File: config.mk
export PLATFORM = sky130hd
export DESIGN_NAME = periodic_wakeup_counter
export DESIGN_NICKNAME = d
export VERILOG_FILES = /design/src/core/pwc_pkg.sv /design/src/core/periodic_wakeup_counter.sv
export VERILOG_INCLUDE_DIRS = /design/src /design/src/core
export SDC_FILE = /design/constraint.sdc
export NUM_CORES = 1
export LEC_CHECK = 0
export ABC_AREA = 1
export BUFFER_PORTS_ARGS = -buffer_cell sky130_fd_sc_hd__buf_2
export CORE_MARGIN = 8
export CORE_UTILIZATION = 45
export CTS_CLUSTER_DIAMETER = 60
export DETAILED_ROUTE_END_ITERATION = 16
export PLACE_DENSITY_LB_ADDON = 0.15
export SETUP_SLACK_MARGIN = 0.05
export SYNTH_ARGS = -nofsm -noshare
export SYNTH_HDL_FRONTEND = slang
export SYNTH_SLANG_ARGS = --single-unit
File: constraint.sdc
create_clock -name clock -period 4.2 [get_ports clock]
set_clock_uncertainty 0.2 [all_clocks]
set_input_delay 0.42 -clock clock [delete_from_list [all_inputs] [get_ports clock]]
set_output_delay 0.42 -clock clock [all_outputs]
set_load 0.03 [all_outputs]
File: src/core/pwc_defs.svh
// constants for the periodic wakeup counter
// assumes one 100 MHz clock and source clocks sampled as synchronous levels
`ifndef PWC_DEFS_SVH
`define PWC_DEFS_SVH

`define PWC_SRC_LOW_POWER  2'h0
`define PWC_SRC_EXTERNAL   2'h1
`define PWC_DIV_OFF        4'h0
`define PWC_DIV_DECIMAL    4'h8
`define PWC_RST_SOURCE     2'h0
`define PWC_RST_DIVIDE     4'h0
`define PWC_RST_COMPARE    8'h00
`define PWC_RST_COUNT      8'h00
`define PWC_RST_PRESCALER  18'h00000
`define PWC_BIN_LOW_BASE   5'h03
`define PWC_BIN_LOW_FIRST  5'h03
`define PWC_BIN_HIGH_BASE  5'h09

`endif

File: src/core/pwc_pkg.sv
// types for the periodic wakeup counter
// assumes the constants header is included by the design file
package pwc_pkg;

  typedef enum logic [1:0] {
    src_low_power,
    src_external,
    src_internal
  } clock_source_t;

  typedef logic [17:0] divide_ratio_t;

endpackage

File: src/core/periodic_wakeup_counter.sv
// periodic wakeup counter: prescaler, 8-bit counter, compare match flag
// assumes control writes arrive as one-cycle strobes with their field values
// and that the three source clocks are slow levels already synchronous
`include "pwc_defs.svh"
`timescale 1ns/1ps
`default_nettype none

module periodic_wakeup_counter (
  input  wire logic       clock,
  input  wire logic       rstn,
  input  wire logic       low_power_osc_clk,
  input  wire logic       external_ref_clk,
  input  wire logic       internal_ref_clk,
  input  wire logic       control_wr,
  input  wire logic [1:0] wr_source_select,
  input  wire logic [3:0] wr_divide_select,
  input  wire logic       wr_match_irq_enable,
  input  wire logic       wr_match_flag,
  input  wire logic       compare_wr,
  input  wire logic [7:0] wr_compare_value,
  input  wire logic       count_wr,
  output logic      [1:0] source_select,
  output logic      [3:0] divide_select,
  output logic            match_irq_enable,
  output logic      [7:0] compare_value,
  output logic      [7:0] tick_count,
  output logic            match_flag,
  output logic            match_irq
);

  function automatic pwc_pkg::clock_source_t decode_source(
    input logic [1:0] sel
  );
    unique case (sel)
      `PWC_SRC_LOW_POWER: decode_source = pwc_pkg::src_low_power;
      `PWC_SRC_EXTERNAL:  decode_source = pwc_pkg::src_external;
      default:            decode_source = pwc_pkg::src_internal;
    endcase
  endfunction

  // decimal ratios for codes 8 to 15, low and high source bit 0
  function automatic pwc_pkg::divide_ratio_t decimal_ratio(
    input logic [2:0] idx,
    input logic       high
  );
    unique case ({high, idx})
      4'h0:    decimal_ratio = 18'h00001;
      4'h1:    decimal_ratio = 18'h00002;
      4'h2:    decimal_ratio = 18'h00004;
      4'h3:    decimal_ratio = 18'h0000a;
      4'h4:    decimal_ratio = 18'h00010;
      4'h5:    decimal_ratio = 18'h00064;
      4'h6:    decimal_ratio = 18'h001f4;
      4'h7:    decimal_ratio = 18'h003e8;
      4'h8:    decimal_ratio = 18'h003e8;
      4'h9:    decimal_ratio = 18'h007d0;
      4'ha:    decimal_ratio = 18'h01388;
      4'hb:    decimal_ratio = 18'h02710;
      4'hc:    decimal_ratio = 18'h04e20;
      4'hd:    decimal_ratio = 18'h0c350;
      4'he:    decimal_ratio = 18'h186a0;
      default: decimal_ratio = 18'h30d40;
    endcase
  endfunction

  function automatic pwc_pkg::divide_ratio_t divide_ratio(
    input logic [3:0] code,
    input logic       high
  );
    logic [4:0] expo;
    expo = 5'h00;
    if (code >= `PWC_DIV_DECIMAL) begin
      divide_ratio = decimal_ratio(code[2:0], high);
    end else begin
      if (high) begin
        expo = `PWC_BIN_HIGH_BASE + {2'h0, code[2:0]};
      end else if (code[2:0] == 3'h1) begin
        expo = `PWC_BIN_LOW_FIRST;
      end else begin
        expo = `PWC_BIN_LOW_BASE + {2'h0, code[2:0]};
      end
      divide_ratio = 18'h00001 << expo;
    end
  endfunction

  logic                  src_level;
  logic                  src_prev;
  logic                  src_edge;
  logic                  prescaler_on;
  logic                  settings_clear;
  logic                  presc_tick;
  logic                  match_event;
  logic                  flag_clear;
  logic           [17:0] prescaler;
  pwc_pkg::divide_ratio_t ratio;

  // source multiplexer
  always_comb begin
    src_level = 1'b0;
    unique case (decode_source(source_select))
      pwc_pkg::src_low_power: src_level = low_power_osc_clk;
      pwc_pkg::src_external:  src_level = external_ref_clk;
      pwc_pkg::src_internal:  src_level = internal_ref_clk;
    endcase
  end

  always_ff @(posedge clock or negedge rstn) begin
    if (!rstn) begin
      src_prev <= 1'b0;
    end else begin
      src_prev <= src_level;
    end
  end

  assign src_edge     = src_level & ~src_prev;
  assign prescaler_on = divide_select != `PWC_DIV_OFF;
  assign ratio        = divide_ratio(divide_select, source_select[0]);

  // changed source or divide selects or any compare write restart the count
  assign settings_clear = (control_wr && (wr_source_select != source_select))
                       || (control_wr && (wr_divide_select != divide_select))
                       || compare_wr;

  assign presc_tick = prescaler_on && src_edge && !settings_clear
                   && (prescaler == (ratio - 18'h00001));
  assign match_event = presc_tick && (tick_count == compare_value);
  assign flag_clear  = control_wr && wr_match_flag;

  // control fields
  always_ff @(posedge clock or negedge rstn) begin
    if (!rstn) begin
      source_select    <= `PWC_RST_SOURCE;
      divide_select    <= `PWC_RST_DIVIDE;
      match_irq_enable <= 1'b0;
    end else if (control_wr) begin
      source_select    <= wr_source_select;
      divide_select    <= wr_divide_select;
      match_irq_enable <= wr_match_irq_enable;
    end
  end

  always_ff @(posedge clock or negedge rstn) begin
    if (!rstn) begin
      compare_value <= `PWC_RST_COMPARE;
    end else if (compare_wr) begin
      compare_value <= wr_compare_value;
    end
  end

  // prescaler
  always_ff @(posedge clock or negedge rstn) begin
    if (!rstn) begin
      prescaler <= `PWC_RST_PRESCALER;
    end else if (settings_clear) begin
      prescaler <= `PWC_RST_PRESCALER;
    end else if (presc_tick) begin
      prescaler <= `PWC_RST_PRESCALER;
    end else if (prescaler_on && src_edge) begin
      prescaler <= prescaler + 18'h00001;
    end
  end

  // main counter, count writes are ignored
  always_ff @(posedge clock or negedge rstn) begin
    if (!rstn) begin
      tick_count <= `PWC_RST_COUNT;
    end else if (settings_clear) begin
      tick_count <= `PWC_RST_COUNT;
    end else if (match_event) begin
      tick_count <= `PWC_RST_COUNT;
    end else if (presc_tick) begin
      tick_count <= tick_count + 8'h01;
    end
  end

  // sticky flag, a match in the clearing cycle wins
  always_ff @(posedge clock or negedge rstn) begin
    if (!rstn) begin
      match_flag <= 1'b0;
    end else if (match_event) begin
      match_flag <= 1'b1;
    end else if (flag_clear) begin
      match_flag <= 1'b0;
    end
  end

  assign match_irq = match_flag && match_irq_enable;
endmodule

`default_nettype wire

After elaboration in Yosys (flattened, before gate mapping) --
Memory sizes are Yosys's and may differ from the RTL's. Cells that the tools add are included.
Storage, ports and cells: memory bits (read-only) 288, memory bits (writable) 0, memories kept 1, register bits after elaboration 43, output and inout port bits 25, bits in latches 0
Operators by class: reductions and logical operators 17, shifts and indexed selects 1, magnitude comparators 1, add/subtract/negate cells 5, bitwise gates (word level) 2, muxes and demuxes 14, div/mod/pow operators 0, multiply operators 0, equal/unequal tests 8
Memory list:
- (no name shown) | depth 16, width 18, rd ports 1, clocked after Yosys merged registers in 0, wr ports 0, RTL line periodic_wakeup_counter.sv:46 | unique case ({high, idx})
Operators by type and width (count):
- $mux 18 | 4
- $mux 8 | 3
- $add 18x1->18 const B | 1
- $eq 18x18->1 | 1
- $shl 1x5->18 const A | 1
- $sub 18x1->18 const B | 1
- $mux 5 | 2
- $add 8x1->8 const B | 1
- $eq 8x8->1 | 1
- $logic_and 1x1->1 | 8
- $reduce_bool 3->1 | 2
- $add 4x3->5 const A | 1
- $add 2x3->4 const A | 1
- $eq 2x1->1 const B | 2
- $ge 4x4->1 const B | 1
- $logic_not 2->1 | 2
- $mux 4 | 1
- $ne 4x4->1 | 1
- $pmux 2 s2 | 1
- $reduce_bool 4->1 | 1
- $eq 3x1->1 const B | 1
- $pmux 1 s3 | 1
- $eq 2x2->1 const B | 1
- $logic_or 1x1->1 | 2
- other kinds (6) | 7

Longest topological paths before layout --
depth after elaboration 12, depth in mapped cells 28, mapped depth without buffers 26

Worst setup path after synthesis --
Ideal clock, no wire load.
path kind register to register, start point register divide_select[0], end point register tick_count[4], buffers on the path 2, library setup time 0.117 ns, cell stages (with the launch flop) 25, clock period less this slack 3.782 ns, data arrival time 3.465 ns, setup slack 0.418 ns, cells stage by stage dfrtp_1 buf_2 inv_1 ha_1 ha_1 nand2_1 nand2_2 nor2_1 nand3_1 nand2_1 inv_1 ha_1 xor2_1 nand2_1 nor2_1 nand3_1 nor2_1 nand3_1 nor2_2 nand3_2 nand2_2 inv_2 buf_6 nand2_1 nand2_1
On the way: word-level cells in the longest chain between the ends 12
RTL lines:
- start: declaration | RTL line periodic_wakeup_counter.sv:23 | output logic [3:0] divide_select,
- start signal: assignment | RTL line periodic_wakeup_counter.sv:133 | divide_select <= `PWC_RST_DIVIDE;
- start signal: assignment | RTL line periodic_wakeup_counter.sv:137 | divide_select <= wr_divide_select;
- $add 2x3->4 (no line) / $eq 3x1->1 (equally long branches)
- $mux 4 | RTL line periodic_wakeup_counter.sv:77 | end else if (code[2:0] == 3'h1) begin
- $mux 5 | RTL line periodic_wakeup_counter.sv:75 | if (high) begin
- $mux 5 | RTL line periodic_wakeup_counter.sv:72 | if (code >= `PWC_DIV_DECIMAL) begin
- $shl 1x5->18 | RTL line periodic_wakeup_counter.sv:82 | divide_ratio = 18'h00001 << expo;
- $mux 18 | RTL line periodic_wakeup_counter.sv:72
- $sub 18x1->18 | RTL line periodic_wakeup_counter.sv:125 | && (prescaler == (ratio - 18'h00001));
- $eq 18x18->1 | RTL line periodic_wakeup_counter.sv:125
- $logic_and 1x1->1 | RTL line periodic_wakeup_counter.sv:125
- $logic_and 1x1->1 | RTL line periodic_wakeup_counter.sv:126 | assign match_event = presc_tick && (tick_count == compare_value);
- $mux 8 | RTL line periodic_wakeup_counter.sv:169 | end else if (match_event) begin
- $mux 8 | RTL line periodic_wakeup_counter.sv:167 | end else if (settings_clear) begin
- end signal: assignment | RTL line periodic_wakeup_counter.sv:166 | tick_count <= `PWC_RST_COUNT;
- end signal: assignment | RTL line periodic_wakeup_counter.sv:168 | tick_count <= `PWC_RST_COUNT;
- end signal: assignment | RTL line periodic_wakeup_counter.sv:170 | tick_count <= `PWC_RST_COUNT;
- end: declaration | RTL line periodic_wakeup_counter.sv:26 | output logic [7:0] tick_count,
Several ways; a longest one is shown, not always the timed one. The select of a mux whose other input is x is not followed. A chain may end at the register's enable or synchronous reset.

Final worst setup path --
start point register divide_select[0], end point register tick_count[1]
The elaborated chain is that of the path after synthesis.

==> out/qor.csv <==
metric,value,unit
layout cells sized above 1,18.3,%
vias per cell,5.05,
"Clk pin slew, worst setup/hold paths",0.08,ns
Worst Tran Pin Value,0.989,ns
syn nets,703,
First DRT Iteration DRCs,197,
P&R area growth vs syn,13.3,%
Clk pwr share,19.4,%
synthesized area,4110,um2
Root Buffer,clkbuf_8,
startpoint types,flop,
PwrDens,287,nW/um2
max-slew violations,0,
setup TNS,0,ns
post-detailed-route count of antenna-violating nets,0,
Initial Util,45.4,%
routed length per instance,13.3,um
vias in the first global route,4153,
crit path DAT,3.73,ns
clk sinks,43,
Clock Latency Late Sink,0.30,ns
Worst Hold Class,in -> async,
Seq cells post-synth,43,
gr usage total,18.3,%
number of buffers added on ports,47,
VDD IR max,207,uV
status,finished clean,
H-tree Lvls,2,
Detailed Routing Iterations Pass 1,5,
cts bufs inserted,5,
crit path max fanout,11,
# nets final,762,
Synth cell types,34,
die width,112,um
first-pass GRT wire length,18900,um
fmax,267,MHz
number of setup violations in the final report,0,
Pint,741,uW
largest net degree at the start of global routing,44,
I/O pin total,49,
switching component of the power,597,uW
Gate power share,47.2,%
RSZ-0062 raised after global routing,no,
final WL,11100,um
worst setup path class,reg -> reg,
Sw Share,44.6,%
Die Y-Extent,112,um
sequential power share,33.4,%
max_slew headroom,34.1,%
TritonCTS clock tree,built,
Pleak,0.00257,uW
maximum clock path buffer count,2,
die footprint,12500,um2
n_diodes,0,
row count,35,
Cells after Synth,666,
post-synthesis sequential area ratio,26.2,%
Tcrit/Tclk final,89.1,%
max cap viols,0,
worst hold slack,0.0792,ns
hpwl dp,9140,um
initial antenna violation count,0,
Mean Syn Cell Area,6.17,um2
# fillers,961,
Final Hold Fails,0,
core area,9060,um2
crit path time final,3.74,ns
CP required,4.19,ns
Overflow after GRT,0,
total number of vias,4228,
Final GP Congestion,0.923,
CP Capture Type,flop,
drc violations,0,
Syn. warnings,0,
==> state kept, by name, indices dropped and copies added (netlist names) <==
| register | flops |
|---|---|
| compare_value | 8 |
| divide_select | 4 |
| match_flag | 1 |
| match_irq_enable | 1 |
| prescaler | 18 |
| source_select | 2 |
| src_prev | 1 |
| tick_count | 8 |
==> synthesized netlist by cell type <==
cell,n,area share (%)
nand2_4,5,1.4
nor3_2,1,0.24
nand3_1,54,6.6
nand2_1,208,19
o21ai_0,23,2.8
clkbuf_1,3,0.27
nor4b_1,1,0.21
xor2_1,24,5.1
nor2_4,3,0.82
nand3b_1,5,0.91
ha_1,13,4.0
nand3_2,4,0.97
a31oi_1,1,0.15
o211ai_1,1,0.18
nor4_1,3,0.46
inv_1,96,8.8
nor2_1,80,7.3
dfrtp_1,43,26
inv_2,8,0.73
o21ai_1,2,0.24
xnor2_1,4,0.85
a21oi_4,1,0.40
clkinv_1,1,0.091
nor3_1,13,1.6
nand2_2,22,3.3
a21oi_1,16,1.9
o21ai_2,1,0.21
nor2_2,10,1.5
mux2_2,4,1.1
buf_4,2,0.37
nand4_1,9,1.4
buf_6,2,0.55
o21bai_1,1,0.18
buf_2,2,0.24
==> path summary, 6_finish.rpt <==
| path | cells past startpoint | start | slack (ns) | to |
|---|---|---|---|---|
| min in group clock | 3 | wr_compare_value[2] | 0.13 | compare_value[2] |
| worst max-delay path | 25 | divide_select[0] | 0.46 | tick_count[1] |
| max in group asynchronous | 1 | rstn | 3.05 | divide_select[0] |
| worst min register to register | 2 | match_flag | 0.31 | match_flag |
| worst min-delay path | 1 | rstn | 0.08 | match_irq_enable |
| worst max register to register | 25 | divide_select[0] | 0.46 | tick_count[1] |
==> metal layers <==
metal / vias to the layer above / track usage (%) / share of wire, %
li1: 2186 / - / -
met1: 1922 / 22.9 / 46
met2: 97 / 30.9 / 46
met3: 23 / 1.89 / 4.5
met4: 0 / 8.57 / 3.7
met5: - / 0 / 0
==> through the flow <==
step / instance area (um2) / std cells / worst slack [ns] / power (uW) / util (%)
4_1_cts: 4580 / 832 / 0.155 / 1330 / 50.5
2_1_floorplan: 4110 / 666 / 0.418 / 912 / -
3_5_place_dp: 4490 / 824 / 0.183 / 1060 / 49.6
6_report: 4660 / 837 / 0.456 / 1340 / 51.4
5_1_grt: 4660 / 837 / 0.0254 / 1450 / 51.4
3_3_place_gp: 4490 / 824 / 0.235 / 1060 / 49.6
==> layout make-up <==
class	count	area (um2)	share of cell area [%]
Multi-Input combinational cell	509	2620	56.3
Sequential cell	43	1080	23.1
Tap cell	111	139	2.98
Clock inverter	3	15.0	0.322
Clock buffer	5	68.8	1.48
Timing Repair Buffer	61	340	7.31
Inverter	105	394	8.46
==> logic make-up after synthesis <==
| kind of cell | Yosys count | share of synthesized area, % |
|---|---|---|
| mux | 4 | 1.10 |
| xor+xnor | 28 | 5.96 |
| fa+ha+maj | 13 | 3.96 |
| simple gates | 418 | 45.7 |
| buf+inv | 114 | 11.0 |
| flops | 43 | 26.2 |
| compound gates | 46 | 6.12 |
==> power groups by stage <==
| stage | Clock, uW | Combinational, uW | Sequential (uW) |
|---|---|---|---|
| finish | 259 | 631 | 447 |
| global route | 281 | 717 | 450 |
| CTS | 268 | 611 | 448 |
| detailed placement | 0 | 609 | 456 |
| global placement | 0 | 600 | 456 |
| floorplan | 0 | 434 | 478 |
==> layout by cell type, fill, tap and decap left out, types with 2 or more instances in the layout <==
cell and instances:
a21oi_1 16, buf_2 47, buf_4 14, clkbuf_8 5
clkinv_2 3, dfrtp_1 42, ha_1 13, inv_1 96
inv_2 8, mux2_2 4, nand2_1 208, nand2_2 21
nand2_4 6, nand3_1 53, nand3_2 4, nand3b_1 5
nand4_1 9, nor2_1 77, nor2_2 10, nor2_4 6
nor3_1 13, nor4_1 3, o21ai_0 23, o21ai_1 2
xnor2_1 4, xor2_1 24
==> critical path: stages, from the launching register on <==
cell,delay (ns)
dfrtp_2,0.46
ha_1,0.23
ha_1,0.27
inv_1,0.06
nand2_1,0.06
nand2_2,0.17
nand2_2,0.10
nand3_1,0.09
nor2_1,0.05
nor2_2,0.15
ha_1,0.22
inv_1,0.08
nor2_1,0.17
nand2_2,0.10
nor2_4,0.18
nand2_1,0.07
nand2_1,0.08
nand2_1,0.05
clkinv_1,0.04
nand2_1,0.05
nor2_2,0.23
nand3_4,0.14
nand2_4,0.12
inv_2,0.12
nand2_1,0.09
nand2_1,0.05
==> repair_timing <==
action                                  4_1_cts  5_1_grt
gates resized for setup                       0       10
endpoints found under the hold margin         0        0
setup buffers                                 0        5
hold buffers                                  0        0
endpoints found under the setup margin        0       27
(Power assumes the default switching activity.)
